--- config.mk ---
export PLATFORM = sky130hd
export DESIGN_NAME = stocr_reset_ctrl
export DESIGN_NICKNAME = d
export VERILOG_FILES = /design/src/rtl/stocr_pkg.sv /design/src/rtl/stocr_reset_ctrl.sv
export SDC_FILE = /design/constraint.sdc
export NUM_CORES = 1
export LEC_CHECK = 0
export BUFFER_PORTS_ARGS = -buffer_cell sky130_fd_sc_hd__buf_2
export CAP_MARGIN = 40
export CORE_MARGIN = 2
export CORE_UTILIZATION = 49
export DETAILED_ROUTE_END_ITERATION = 10
export PLACE_DENSITY = 0.85
export SLEW_MARGIN = 20
export SYNTH_ARGS = -nofsm -noshare
export SYNTH_HDL_FRONTEND = slang
export SYNTH_SLANG_ARGS = --single-unit
--- constraint.sdc ---
create_clock -name clk_in -period 3.7 [get_ports clk_in]
set_clock_uncertainty 0.05 [all_clocks]
set_input_delay 0.555 -clock clk_in [delete_from_list [all_inputs] [get_ports clk_in]]
set_output_delay 0.555 -clock clk_in [all_outputs]
set_load 0.005 [all_outputs]
--- src/rtl/stocr_pkg.sv ---
package stocr_pkg;
    // clock and processor cycle timing
    localparam int unsigned CLK_PERIOD_NS  = 50;
    localparam int unsigned CYCLE_TIME_NS  = 1000;
    localparam int unsigned CYCLE_CLKS_RAW = CYCLE_TIME_NS / CLK_PERIOD_NS;
    localparam int unsigned CYCLE_CLKS     = (CYCLE_CLKS_RAW < 1) ? 1 : CYCLE_CLKS_RAW;
    localparam int unsigned STARTUP_CYCLES = 4;
    localparam int unsigned NUM_AXES       = 2;

    // register bus
    localparam int unsigned ADDR_W          = 8;
    localparam int unsigned DATA_W          = 32;
    localparam logic [7:0]  REG_CONFIG_ADDR = 8'h00;
    localparam logic [7:0]  REG_STATUS_ADDR = 8'h04;

    // config register fields
    localparam int unsigned CFG_STOP1_TRIG_BIT = 0;
    localparam int unsigned CFG_ACK_TRIG_LSB   = 1;
    localparam int unsigned CFG_SRL_TRIG_LSB   = 3;
    localparam int unsigned CFG_TO_USED_BIT    = 5;
    localparam int unsigned CFG_RL_USED_BIT    = 6;
    localparam int unsigned CFG_SAFE_RUN_BIT   = 7;
    localparam int unsigned CFG_W              = 8;
    localparam logic [7:0]  CFG_RESET          = 8'h20;

    // status register fields
    localparam int unsigned ST_STATE_LSB    = 0;
    localparam int unsigned ST_FAULT_BIT    = 2;
    localparam int unsigned ST_FEEDBACK_BIT = 3;
    localparam int unsigned ST_ENABLE_BIT   = 4;
    localparam int unsigned ST_AXIS_LSB     = 8;

    typedef enum logic [1:0] {
        ST_TORQUE_OFF = 2'b00,
        ST_STARTUP    = 2'b01,
        ST_RUN        = 2'b10,
        ST_SAFE_RUN   = 2'b11
    } stocr_state_type;

    typedef enum logic [1:0] {
        TRIG_NOP     = 2'b00,
        TRIG_ACK_ERR = 2'b01,
        TRIG_RESTART = 2'b10
    } stocr_trig_type;

    localparam logic STOP1_TRIG_RESTART = 1'b1;
endpackage

--- src/rtl/stocr_reset_ctrl.sv ---
`timescale 1ns/100ps
module stocr_reset_ctrl #(
    parameter int unsigned NUM_AXES       = stocr_pkg::NUM_AXES,
    parameter int unsigned CYCLE_CLKS     = stocr_pkg::CYCLE_CLKS,
    parameter int unsigned STARTUP_CYCLES = stocr_pkg::STARTUP_CYCLES
) (
    // clock and reset
    input  wire logic                         clk_in,
    input  wire logic                         rst_b_in,
    // register port
    input  wire logic [stocr_pkg::ADDR_W-1:0] reg_addr_in,
    input  wire logic [stocr_pkg::DATA_W-1:0] reg_wdata_in,
    input  wire logic                         reg_wr_in,
    input  wire logic                         reg_rd_in,
    output logic      [stocr_pkg::DATA_W-1:0] reg_rdata_out,
    // safety controller and drive controller
    input  wire logic                         stop1_activate_input_in,
    input  wire logic                         torque_off_activate_input_in,
    input  wire logic                         restart_lock_function_in,
    input  wire logic                         ack_cmd_in,
    input  wire logic                         fault_event_in,
    input  wire logic                         motion_monitor_active_in,
    input  wire logic [NUM_AXES-1:0]          axis_limit_violation_in,
    // drive side
    output logic                              torque_off_feedback_out,
    output logic                              output_stage_enable_out,
    output logic                              pulse_block_out,
    output logic      [1:0]                   op_state_out
);
    import stocr_pkg::*;

    localparam int unsigned TICK_W = (CYCLE_CLKS < 2) ? 1 : $clog2(CYCLE_CLKS);
    localparam int unsigned SU_W   = (STARTUP_CYCLES < 2) ? 1 : $clog2(STARTUP_CYCLES + 1);
    localparam logic [TICK_W-1:0] TICK_LAST = TICK_W'(CYCLE_CLKS - 1);
    localparam logic [SU_W-1:0]   SU_LAST   = SU_W'(STARTUP_CYCLES);

    stocr_state_type     state_q, state_d;
    logic [TICK_W-1:0]   tick_cnt_q;
    logic                tick;
    logic [SU_W-1:0]     su_cnt_q;
    logic [CFG_W-1:0]    cfg_q;
    logic                fault_q;
    logic [NUM_AXES-1:0] axis_fault_q;
    logic                stop1_prev_q, to_prev_q, srl_prev_q;
    logic [DATA_W-1:0]   rdata_q;

    // processor cycle enable; one pulse every CYCLE_CLKS clocks
    assign tick = (tick_cnt_q == TICK_LAST);

    always_ff @(posedge clk_in or negedge rst_b_in) begin
        if (!rst_b_in) begin
            tick_cnt_q <= '0;
        end else begin
            tick_cnt_q <= tick ? '0 : tick_cnt_q + TICK_W'(1);
        end
    end

    // configuration fields, one copy for the whole device
    wire             cfg_stop1_restart = (cfg_q[CFG_STOP1_TRIG_BIT] == STOP1_TRIG_RESTART);
    wire [1:0]       cfg_ack_trig      = cfg_q[CFG_ACK_TRIG_LSB +: 2];
    wire [1:0]       cfg_srl_trig      = cfg_q[CFG_SRL_TRIG_LSB +: 2];
    wire             cfg_to_used       = cfg_q[CFG_TO_USED_BIT];
    wire             cfg_rl_used       = cfg_q[CFG_RL_USED_BIT];
    wire             cfg_safe_run      = cfg_q[CFG_SAFE_RUN_BIT];

    // edge detection on the safety reset inputs
    // rising edges only
    wire stop1_rise = stop1_activate_input_in & ~stop1_prev_q;
    wire to_rise    = torque_off_activate_input_in & ~to_prev_q & cfg_to_used;
    wire srl_rise   = restart_lock_function_in & ~srl_prev_q;

    always_ff @(posedge clk_in or negedge rst_b_in) begin
        if (!rst_b_in) begin
            stop1_prev_q <= 1'b1;   // a level present at reset is not an edge
            to_prev_q    <= 1'b1;
            srl_prev_q   <= 1'b1;
        end else begin
            stop1_prev_q <= stop1_activate_input_in;
            to_prev_q    <= torque_off_activate_input_in;
            srl_prev_q   <= restart_lock_function_in;
        end
    end

    // trigger decode; codes not listed behave as no operation
    // stop-1 edge trigger
    wire s1_trig   = (stop1_rise | to_rise) & cfg_stop1_restart;
    wire ack_ack   = ack_cmd_in & ((cfg_ack_trig == TRIG_ACK_ERR) | (cfg_ack_trig == TRIG_RESTART));
    wire ack_rst   = ack_cmd_in & (cfg_ack_trig == TRIG_RESTART);
    wire srl_ack   = srl_rise & ((cfg_srl_trig == TRIG_ACK_ERR) | (cfg_srl_trig == TRIG_RESTART));
    wire srl_rst   = srl_rise & (cfg_srl_trig == TRIG_RESTART);
    // acknowledge happens regardless of the restart gate
    wire ack_now   = s1_trig | ack_ack | srl_ack;
    wire rst_req   = s1_trig | ack_rst | srl_rst;

    // restart permission from input levels
    // stop-1 high, torque-off and restart lock high when used
    wire permit    = stop1_activate_input_in
                   & (~cfg_to_used | torque_off_activate_input_in)
                   & (~cfg_rl_used | restart_lock_function_in);

    // limit violations, sampled once per processor cycle
    // cycle-rate sampling
    wire [NUM_AXES-1:0] viol_now = (tick & motion_monitor_active_in) ?
                                   axis_limit_violation_in : '0;
    wire new_fault  = fault_event_in | (|viol_now);
    wire stop_level = ~stop1_activate_input_in | (cfg_to_used & ~torque_off_activate_input_in);
    wire in_sto     = (state_q == ST_TORQUE_OFF);
    // only a device in torque-off can restart
    wire restart_go = in_sto & rst_req & permit & ~new_fault;
    wire su_done    = (su_cnt_q == SU_LAST);

    // operating state transitions
    always_comb begin
        state_d = state_q;
        case (state_q)
            ST_TORQUE_OFF: begin
                if (restart_go) begin
                    state_d = ST_STARTUP;
                end
            end
            // startup then run or safe run
            ST_STARTUP: begin
                if (new_fault | stop_level) begin
                    state_d = ST_TORQUE_OFF;
                end else if (su_done) begin
                    state_d = cfg_safe_run ? ST_SAFE_RUN : ST_RUN;
                end
            end
            ST_RUN, ST_SAFE_RUN: begin
                if (new_fault | stop_level) begin
                    state_d = ST_TORQUE_OFF;
                end
            end
            default: begin
                state_d = ST_TORQUE_OFF;
            end
        endcase
    end

    always_ff @(posedge clk_in or negedge rst_b_in) begin
        if (!rst_b_in) begin
            state_q <= ST_TORQUE_OFF;
        end else begin
            state_q <= state_d;
        end
    end

    // startup length in processor cycles
    always_ff @(posedge clk_in or negedge rst_b_in) begin
        if (!rst_b_in) begin
            su_cnt_q <= '0;
        end else if (state_q != ST_STARTUP) begin
            su_cnt_q <= '0;
        end else if (tick && !su_done) begin
            su_cnt_q <= su_cnt_q + SU_W'(1);
        end
    end

    // stored faults; a new fault in the acknowledge cycle survives
    always_ff @(posedge clk_in or negedge rst_b_in) begin
        if (!rst_b_in) begin
            fault_q      <= 1'b0;
            axis_fault_q <= '0;
        end else begin
            fault_q      <= new_fault | (fault_q & ~ack_now);
            axis_fault_q <= viol_now | (axis_fault_q & ~{NUM_AXES{ack_now}});
        end
    end

    // drive outputs decoded from the state register
    // output stage blocked in torque-off and startup
    assign output_stage_enable_out = (state_q == ST_RUN) | (state_q == ST_SAFE_RUN);
    assign pulse_block_out         = ~output_stage_enable_out;
    assign torque_off_feedback_out = in_sto;
    assign op_state_out            = state_q;

    // register port decode
    wire cfg_sel  = (reg_addr_in == REG_CONFIG_ADDR);
    wire stat_sel = (reg_addr_in == REG_STATUS_ADDR);
    wire [DATA_W-1:0] status_word = {{(DATA_W-ST_AXIS_LSB-NUM_AXES){1'b0}}, axis_fault_q,
                                     3'b000, output_stage_enable_out,
                                     torque_off_feedback_out, fault_q, state_q};
    wire [DATA_W-1:0] rd_mux = cfg_sel  ? {{(DATA_W-CFG_W){1'b0}}, cfg_q} :
                               stat_sel ? status_word : '0;

    always_ff @(posedge clk_in or negedge rst_b_in) begin
        if (!rst_b_in) begin
            cfg_q <= CFG_RESET;
        end else if (reg_wr_in && cfg_sel) begin
            cfg_q <= reg_wdata_in[CFG_W-1:0];
        end
    end

    // read data stands only in the cycle after the strobe
    always_ff @(posedge clk_in or negedge rst_b_in) begin
        if (!rst_b_in) begin
            rdata_q <= '0;
        end else begin
            rdata_q <= reg_rd_in ? rd_mux : '0;
        end
    end
    assign reg_rdata_out = rdata_q;
endmodule

==> flow_summary.ini, run 1 <==
[synth]
ys_seq_area_share_pct = 49.2
yosys.area.top_type_share_pct = 43.1
ys_ff_latch = 34
synth_area_leader_cell = dfrtp_1
syn_area_per_cell_um2 = 11.6
syn_area_um2 = 1740
synthFlopType = dfrtp_1
synth_most_common_cell = dfrtp_1
synth.distinct_cells = 40
yosys-top-cells-area = dfrtp_1 43%, buf_4 9.5%, mux2_4 6.9%
syn_inst = 150
synth_edf_count = 0
ys_async_sr_fraction_pct = 100
yosysWarningCount = 0
synth_common_cells = 30 x dfrtp_1, 22 x buf_4, 14 x inv_1

[routing]
wl_mm = 3.10
drt-wirelength-per-cell_um = 12.8
drc = 0
dr_total_vias = 1174
first_iter_violations = 85
vias_per_cell = 4.85
firstDrtPassIters = 4
drtAntennaViolNets = 0

[worst_setup_path]
arrival_ps = 1190
path_delay_family = flip-flops
crit_path_max_fanout = 7
slowest_stage = dfrtp_1
ff2ff_setup_slack_ps = 2030
critPathMaxStageDelay_ps = 490
cp-start-kind = register
end_kind = output pin
crit_buf_inv = 1
path_cells = nor2_1, buf_2
worstSetupPathType = reg2out
crit_required_ps = 3090

[clocking]
clockBufferDepth = 2
cts_made_buffers = 5
cts_resized = 0
postCtsSetupBuffers = 0
clock-sinks = 34
htreeDepth = 2
clk_latency_ps = 340
clkTransAtPathRegs_ps = 110
cts_tree = yes
clockRootBuffer = clkbuf_4
hold_buffers = 0

[floorplanning]
io_pins = 89
fp.dieH_um = 63.6
coreArea_um2 = 3360
start_util_pct = 51.7
die_x_um = 63.6
rows = 21
die_area_um2 = 4040

[timing]
period_needed_ps = 1800
relSlewSlack_pct = 52.0
finalCritPeriodShare_pct = 48.6
setup_violations = 0
worst_pin_slew_ps = 719
finalSetupTns_ps = 0
hold_viol = 0
rsz0062_at_grt = no
max_freq_mhz = 557
drv_slew = 0

[placed_design]
globalplace.congestion = 0.789
dp_cells = 234
io_buffers = 42
hpwl_mm = 2.43

[power_and_ir_drop]
switchingPower_uw = 164
clkPwrFrac_pct = 32.2
peakVddDrop_mv = 0.190
seqPwrFrac_pct = 59.0
power_uw = 668
p_leak_nw = 1.01
p_comb_share_pct = 8.7
p_per_area_nw_per_um2 = 339
power.internal_uw = 504
switching_share_pct = 24.6

[global_route]
track_usage_pct = 16.8
grt_pass1_vias = 1127
grt_overflow = 0
antenna_found_initial = 0
grt_max_degree = 35
grt_pass1_wl_mm = 5.15

[final_layout]
final_cells = 242
utilization_pct = 58.6
diodes = 0
layout-drive-gt1-share_pct = 34.7
area_delta_synth_final_pct = 13.3
nets = 252

[run_status]
outcome = complete, no violations

[min_path]
hp-class = in2async

[run]
maxCapViolations = 0
[state kept, by name (all words and copies together), names as in the netlist]
register,count
reg_rdata_out,10
axis_fault_q,2
to_prev_q,1
cfg_q,8
fault_q,1
op_state_out,2
stop1_prev_q,1
srl_prev_q,1
su_cnt_q,3
tick_cnt_q,5
[power by group through the flow]
stage                     sequential, mW  combinational, mW  clock [mW]
final                              0.394             0.0583       0.215
after detailed placement           0.401             0.0587           0
after global placement             0.400             0.0565           0
after floorplan                    0.398             0.0447           0
after global routing               0.396             0.0665       0.244
after CTS                          0.394             0.0588       0.224
[metrics by stage]
stage / hold slack [ps] / setup WS, ps / area, um^2
2_1_floorplan: 209 / 2130 / 1820
3_3_place_gp: 398 / 1950 / 1910
3_5_place_dp: 401 / 1940 / 1910
4_1_cts: 222 / 1870 / 1970
5_1_grt: 257 / 1810 / 1970
6_report: 211 / 1900 / 1970
[cells in the final DEF (no fill, tap or decap), types with 2 or more instances in the layout]
master	n
ha_1	5
nand2_1	5
buf_2	42
nor4_4	2
nand2b_1	2
clkbuf_4	5
dfstp_2	4
conb_1	22
xnor2_1	2
and2_1	7
nor2_1	3
a21oi_1	4
o21ai_0	4
o31ai_1	4
mux2_4	8
a22o_1	6
inv_1	14
dfrtp_1	30
nand3_1	5
[worst reg2reg max path: cells and delay by family, from the launching register on]
family | cells | cell delay (ps)
AO/OA/AOI/OAI | 1 | 170
flip-flops | 1 | 380
AND/OR/NAND/NOR | 2 | 730
adder cells (fa/ha/maj) | 1 | 260
[worst paths after layout]
path                                         startpoint  cells after the start                 endpoint
hold / removal                                 rst_b_in                      1          axis_fault_q[1]
hold reg to reg                           tick_cnt_q[0]                      1            tick_cnt_q[0]
min in group clk_in        torque_off_activate_input_in                      1                to_prev_q
setup / recovery                        op_state_out[1]                      2  torque_off_feedback_out
max in group asynchronous                      rst_b_in                      1              su_cnt_q[0]
setup reg to reg                          tick_cnt_q[0]                      4              su_cnt_q[2]
[per-layer routing]
metal  global-route usage [%]  vias up  wire length (um)
met5                        0        -                 0
met4                     4.89        0                44
met2                     26.4       38              1540
met3                     6.07        4               167
li1                         -      573                 -
met1                     21.8      559              1350
[area by class of cell]
class,count,area (um^2)
fillers,312,1390
flip-flops and latches,34,856
multi-input cells,98,732
repair buffers,42,210
well taps,46,57.6
inverters,14,52.6
clock buffers,6,51.3
clock inverters,2,12.5
[logic make-up (layout without fill, tap and decap cells)]
kind of cell	Yosys count	count (layout)	synth area share, %
fa+ha+maj	5	5	3.59
xor+xnor	2	2	1.01
buf+inv	39	64	13.3
simple gates	35	35	14.7
other cells	1	22	0.215
flops	34	34	49.2
compound gates	25	25	10.6
mux	9	9	7.48
Power figures use the tool's default switching activity.
==> run 2: changes to the inputs <==
Settings changed: CORE_UTILIZATION 49 to 41, PLACE_DENSITY 0.85 to 0.76.
Clock period 3.7 ns to 1.6 ns, I/O delays scaled along.
==> run 2 against run 1 <==
  * Cell count rose by 4.1%
  * Critical path depth up 3
  * Via count up 2.0%
  * Clock power grew to 3.6 times the previous value
  * Non-clock buffer count rose by 6
  * Largest cell class unchanged
  * Sequential power rose by 130%
==> flow_summary.ini, run 2 (synthesis gave the netlist of run 1 again) <==
[worst_setup_path]
end_kind = register
r2r_start = su_cnt_q[0]
worstSetupPathType = reg2reg
arrival_ps = 1610
crit_start = su_cnt_q[0]
crit_path_max_fanout = 4
cp-start-kind = register
crit_required_ps = 1710
rr_worst_depth = 5
ff2ff_setup_slack_ps = 100

[power_and_ir_drop]
p_per_area_nw_per_um2 = 880
peakVddDrop_mv = 0.323
p_leak_nw = 1.07

[timing]
whs_ps = 19.7
finalSetupTns_ps = 0
max_freq_mhz = 666
rsz0062_at_grt = no
hold_viol = 0
fin_ws_ps = 98.6
drv_slew = 0
finalCritPeriodShare_pct = 93.8
period_needed_ps = 1500
setup_violations = 0

[routing]
vias_per_cell = 4.75
firstDrtPassIters = 4
wl_mm = 3.36
first_iter_violations = 102
dr_total_vias = 1197
drt-wirelength-per-cell_um = 13.3
drc = 0
drtAntennaViolNets = 0

[run_status]
outcome = complete, no violations

[global_route]
grt_pass1_vias = 1197
grt_max_degree = 35
gr-usage-met1_pct = 17.7
grt_pass1_wl_mm = 5.55
top_usage_layer = met2
track_usage_pct = 14.9
grt_overflow = 0
grtUsageMet2_pct = 24.1
use_met3_pct = 5.12
antenna_found_initial = 0

[floorplanning]
die_area_um2 = 4780
rows = 23
die_x_um = 69.2
start_util_pct = 43.2
coreArea_um2 = 4030
io_pins = 89
fp.dieH_um = 69.2

[clocking]
cts_made_buffers = 5
clockBufferDepth = 2
htreeDepth = 2
cts_tree = yes
clk_latency_ps = 290
postCtsSetupBuffers = 0
clock-sinks = 34
clockRootBuffer = clkbuf_8
clkTransAtPathRegs_ps = 70

[placed_design]
dp_cells = 243
globalplace.congestion = 0.780
dpl_worst_slack_ps = 90.2
io_buffers = 42
hpwl_mm = 2.55

[final_layout]
final_cells = 252
nets = 258
multi_input_area_um2 = 738
final.fill_count = 397
diodes = 0
layout_commonest_cell = buf_2
utilization_pct = 51.5
layout-drive-gt1-share_pct = 36.6
layout_common_cells = 42 x buf_2, 30 x dfrtp_1, 22 x conb_1
area_delta_synth_final_pct = 19.3
largest_register_ffs = 10
seqCellArea_um2 = 856

[min_path]
hp-class = in2reg
hp-start = torque_off_activate_input_in
whs_path_depth = 1

[run]
maxCapViolations = 0
run 2: path summary, 6_finish.rpt:
kind / end
worst min-delay path: to_prev_q
worst max-delay path: op_state_out[0]
worst max register to register: op_state_out[0]
max in group asynchronous: cfg_q[5]
min in group asynchronous: su_cnt_q[0]
worst min register to register: tick_cnt_q[0]
run 2: where the power goes:
part | switching, mW | internal [mW]
clock network | 0.316 | 0.458
logic | 0.0727 | 0.0668
registers | 0.0201 | 0.893
total | 0.409 | 1.42
run 2: metal layers:
metal / share of wire (%) / vias to the layer above
met1: 42 / 585
met5: 0 / -
met2: 51 / 35
li1: - / 571
met4: 2.0 / 0
met3: 5.5 / 6
run 2: final cells by class:
class	instances	area share (%)
Tap cell	50	3.01
Timing Repair Buffer	48	12.4
Clock inverter	3	1.93
Sequential cell	34	41.2
Multi-Input combinational cell	98	35.6
Inverter	14	2.53
Clock buffer	5	3.32
run 2: metrics by stage:
| stage | area, um^2 | total power, mW |
|---|---|---|
| after floorplan | 1820 | 1.02 |
| after global placement | 1950 | 1.06 |
| after detailed placement | 1950 | 1.07 |
| after CTS | 2070 | 1.85 |
| after global routing | 2080 | 1.90 |
| final | 2080 | 1.83 |
run 2: critical path: stages (launching register included):
cell	delay (ps)
dfrtp_1	400
inv_1	80
ha_1	210
nor4bb_2	370
a2bb2oi_1	190
a211oi_1	70
run 2: repair_timing:
item,CTS,global route
hold endpoints to repair,30,0
hold buffers,1,0
endpoints found under the setup margin,0,1
resized for setup,0,1
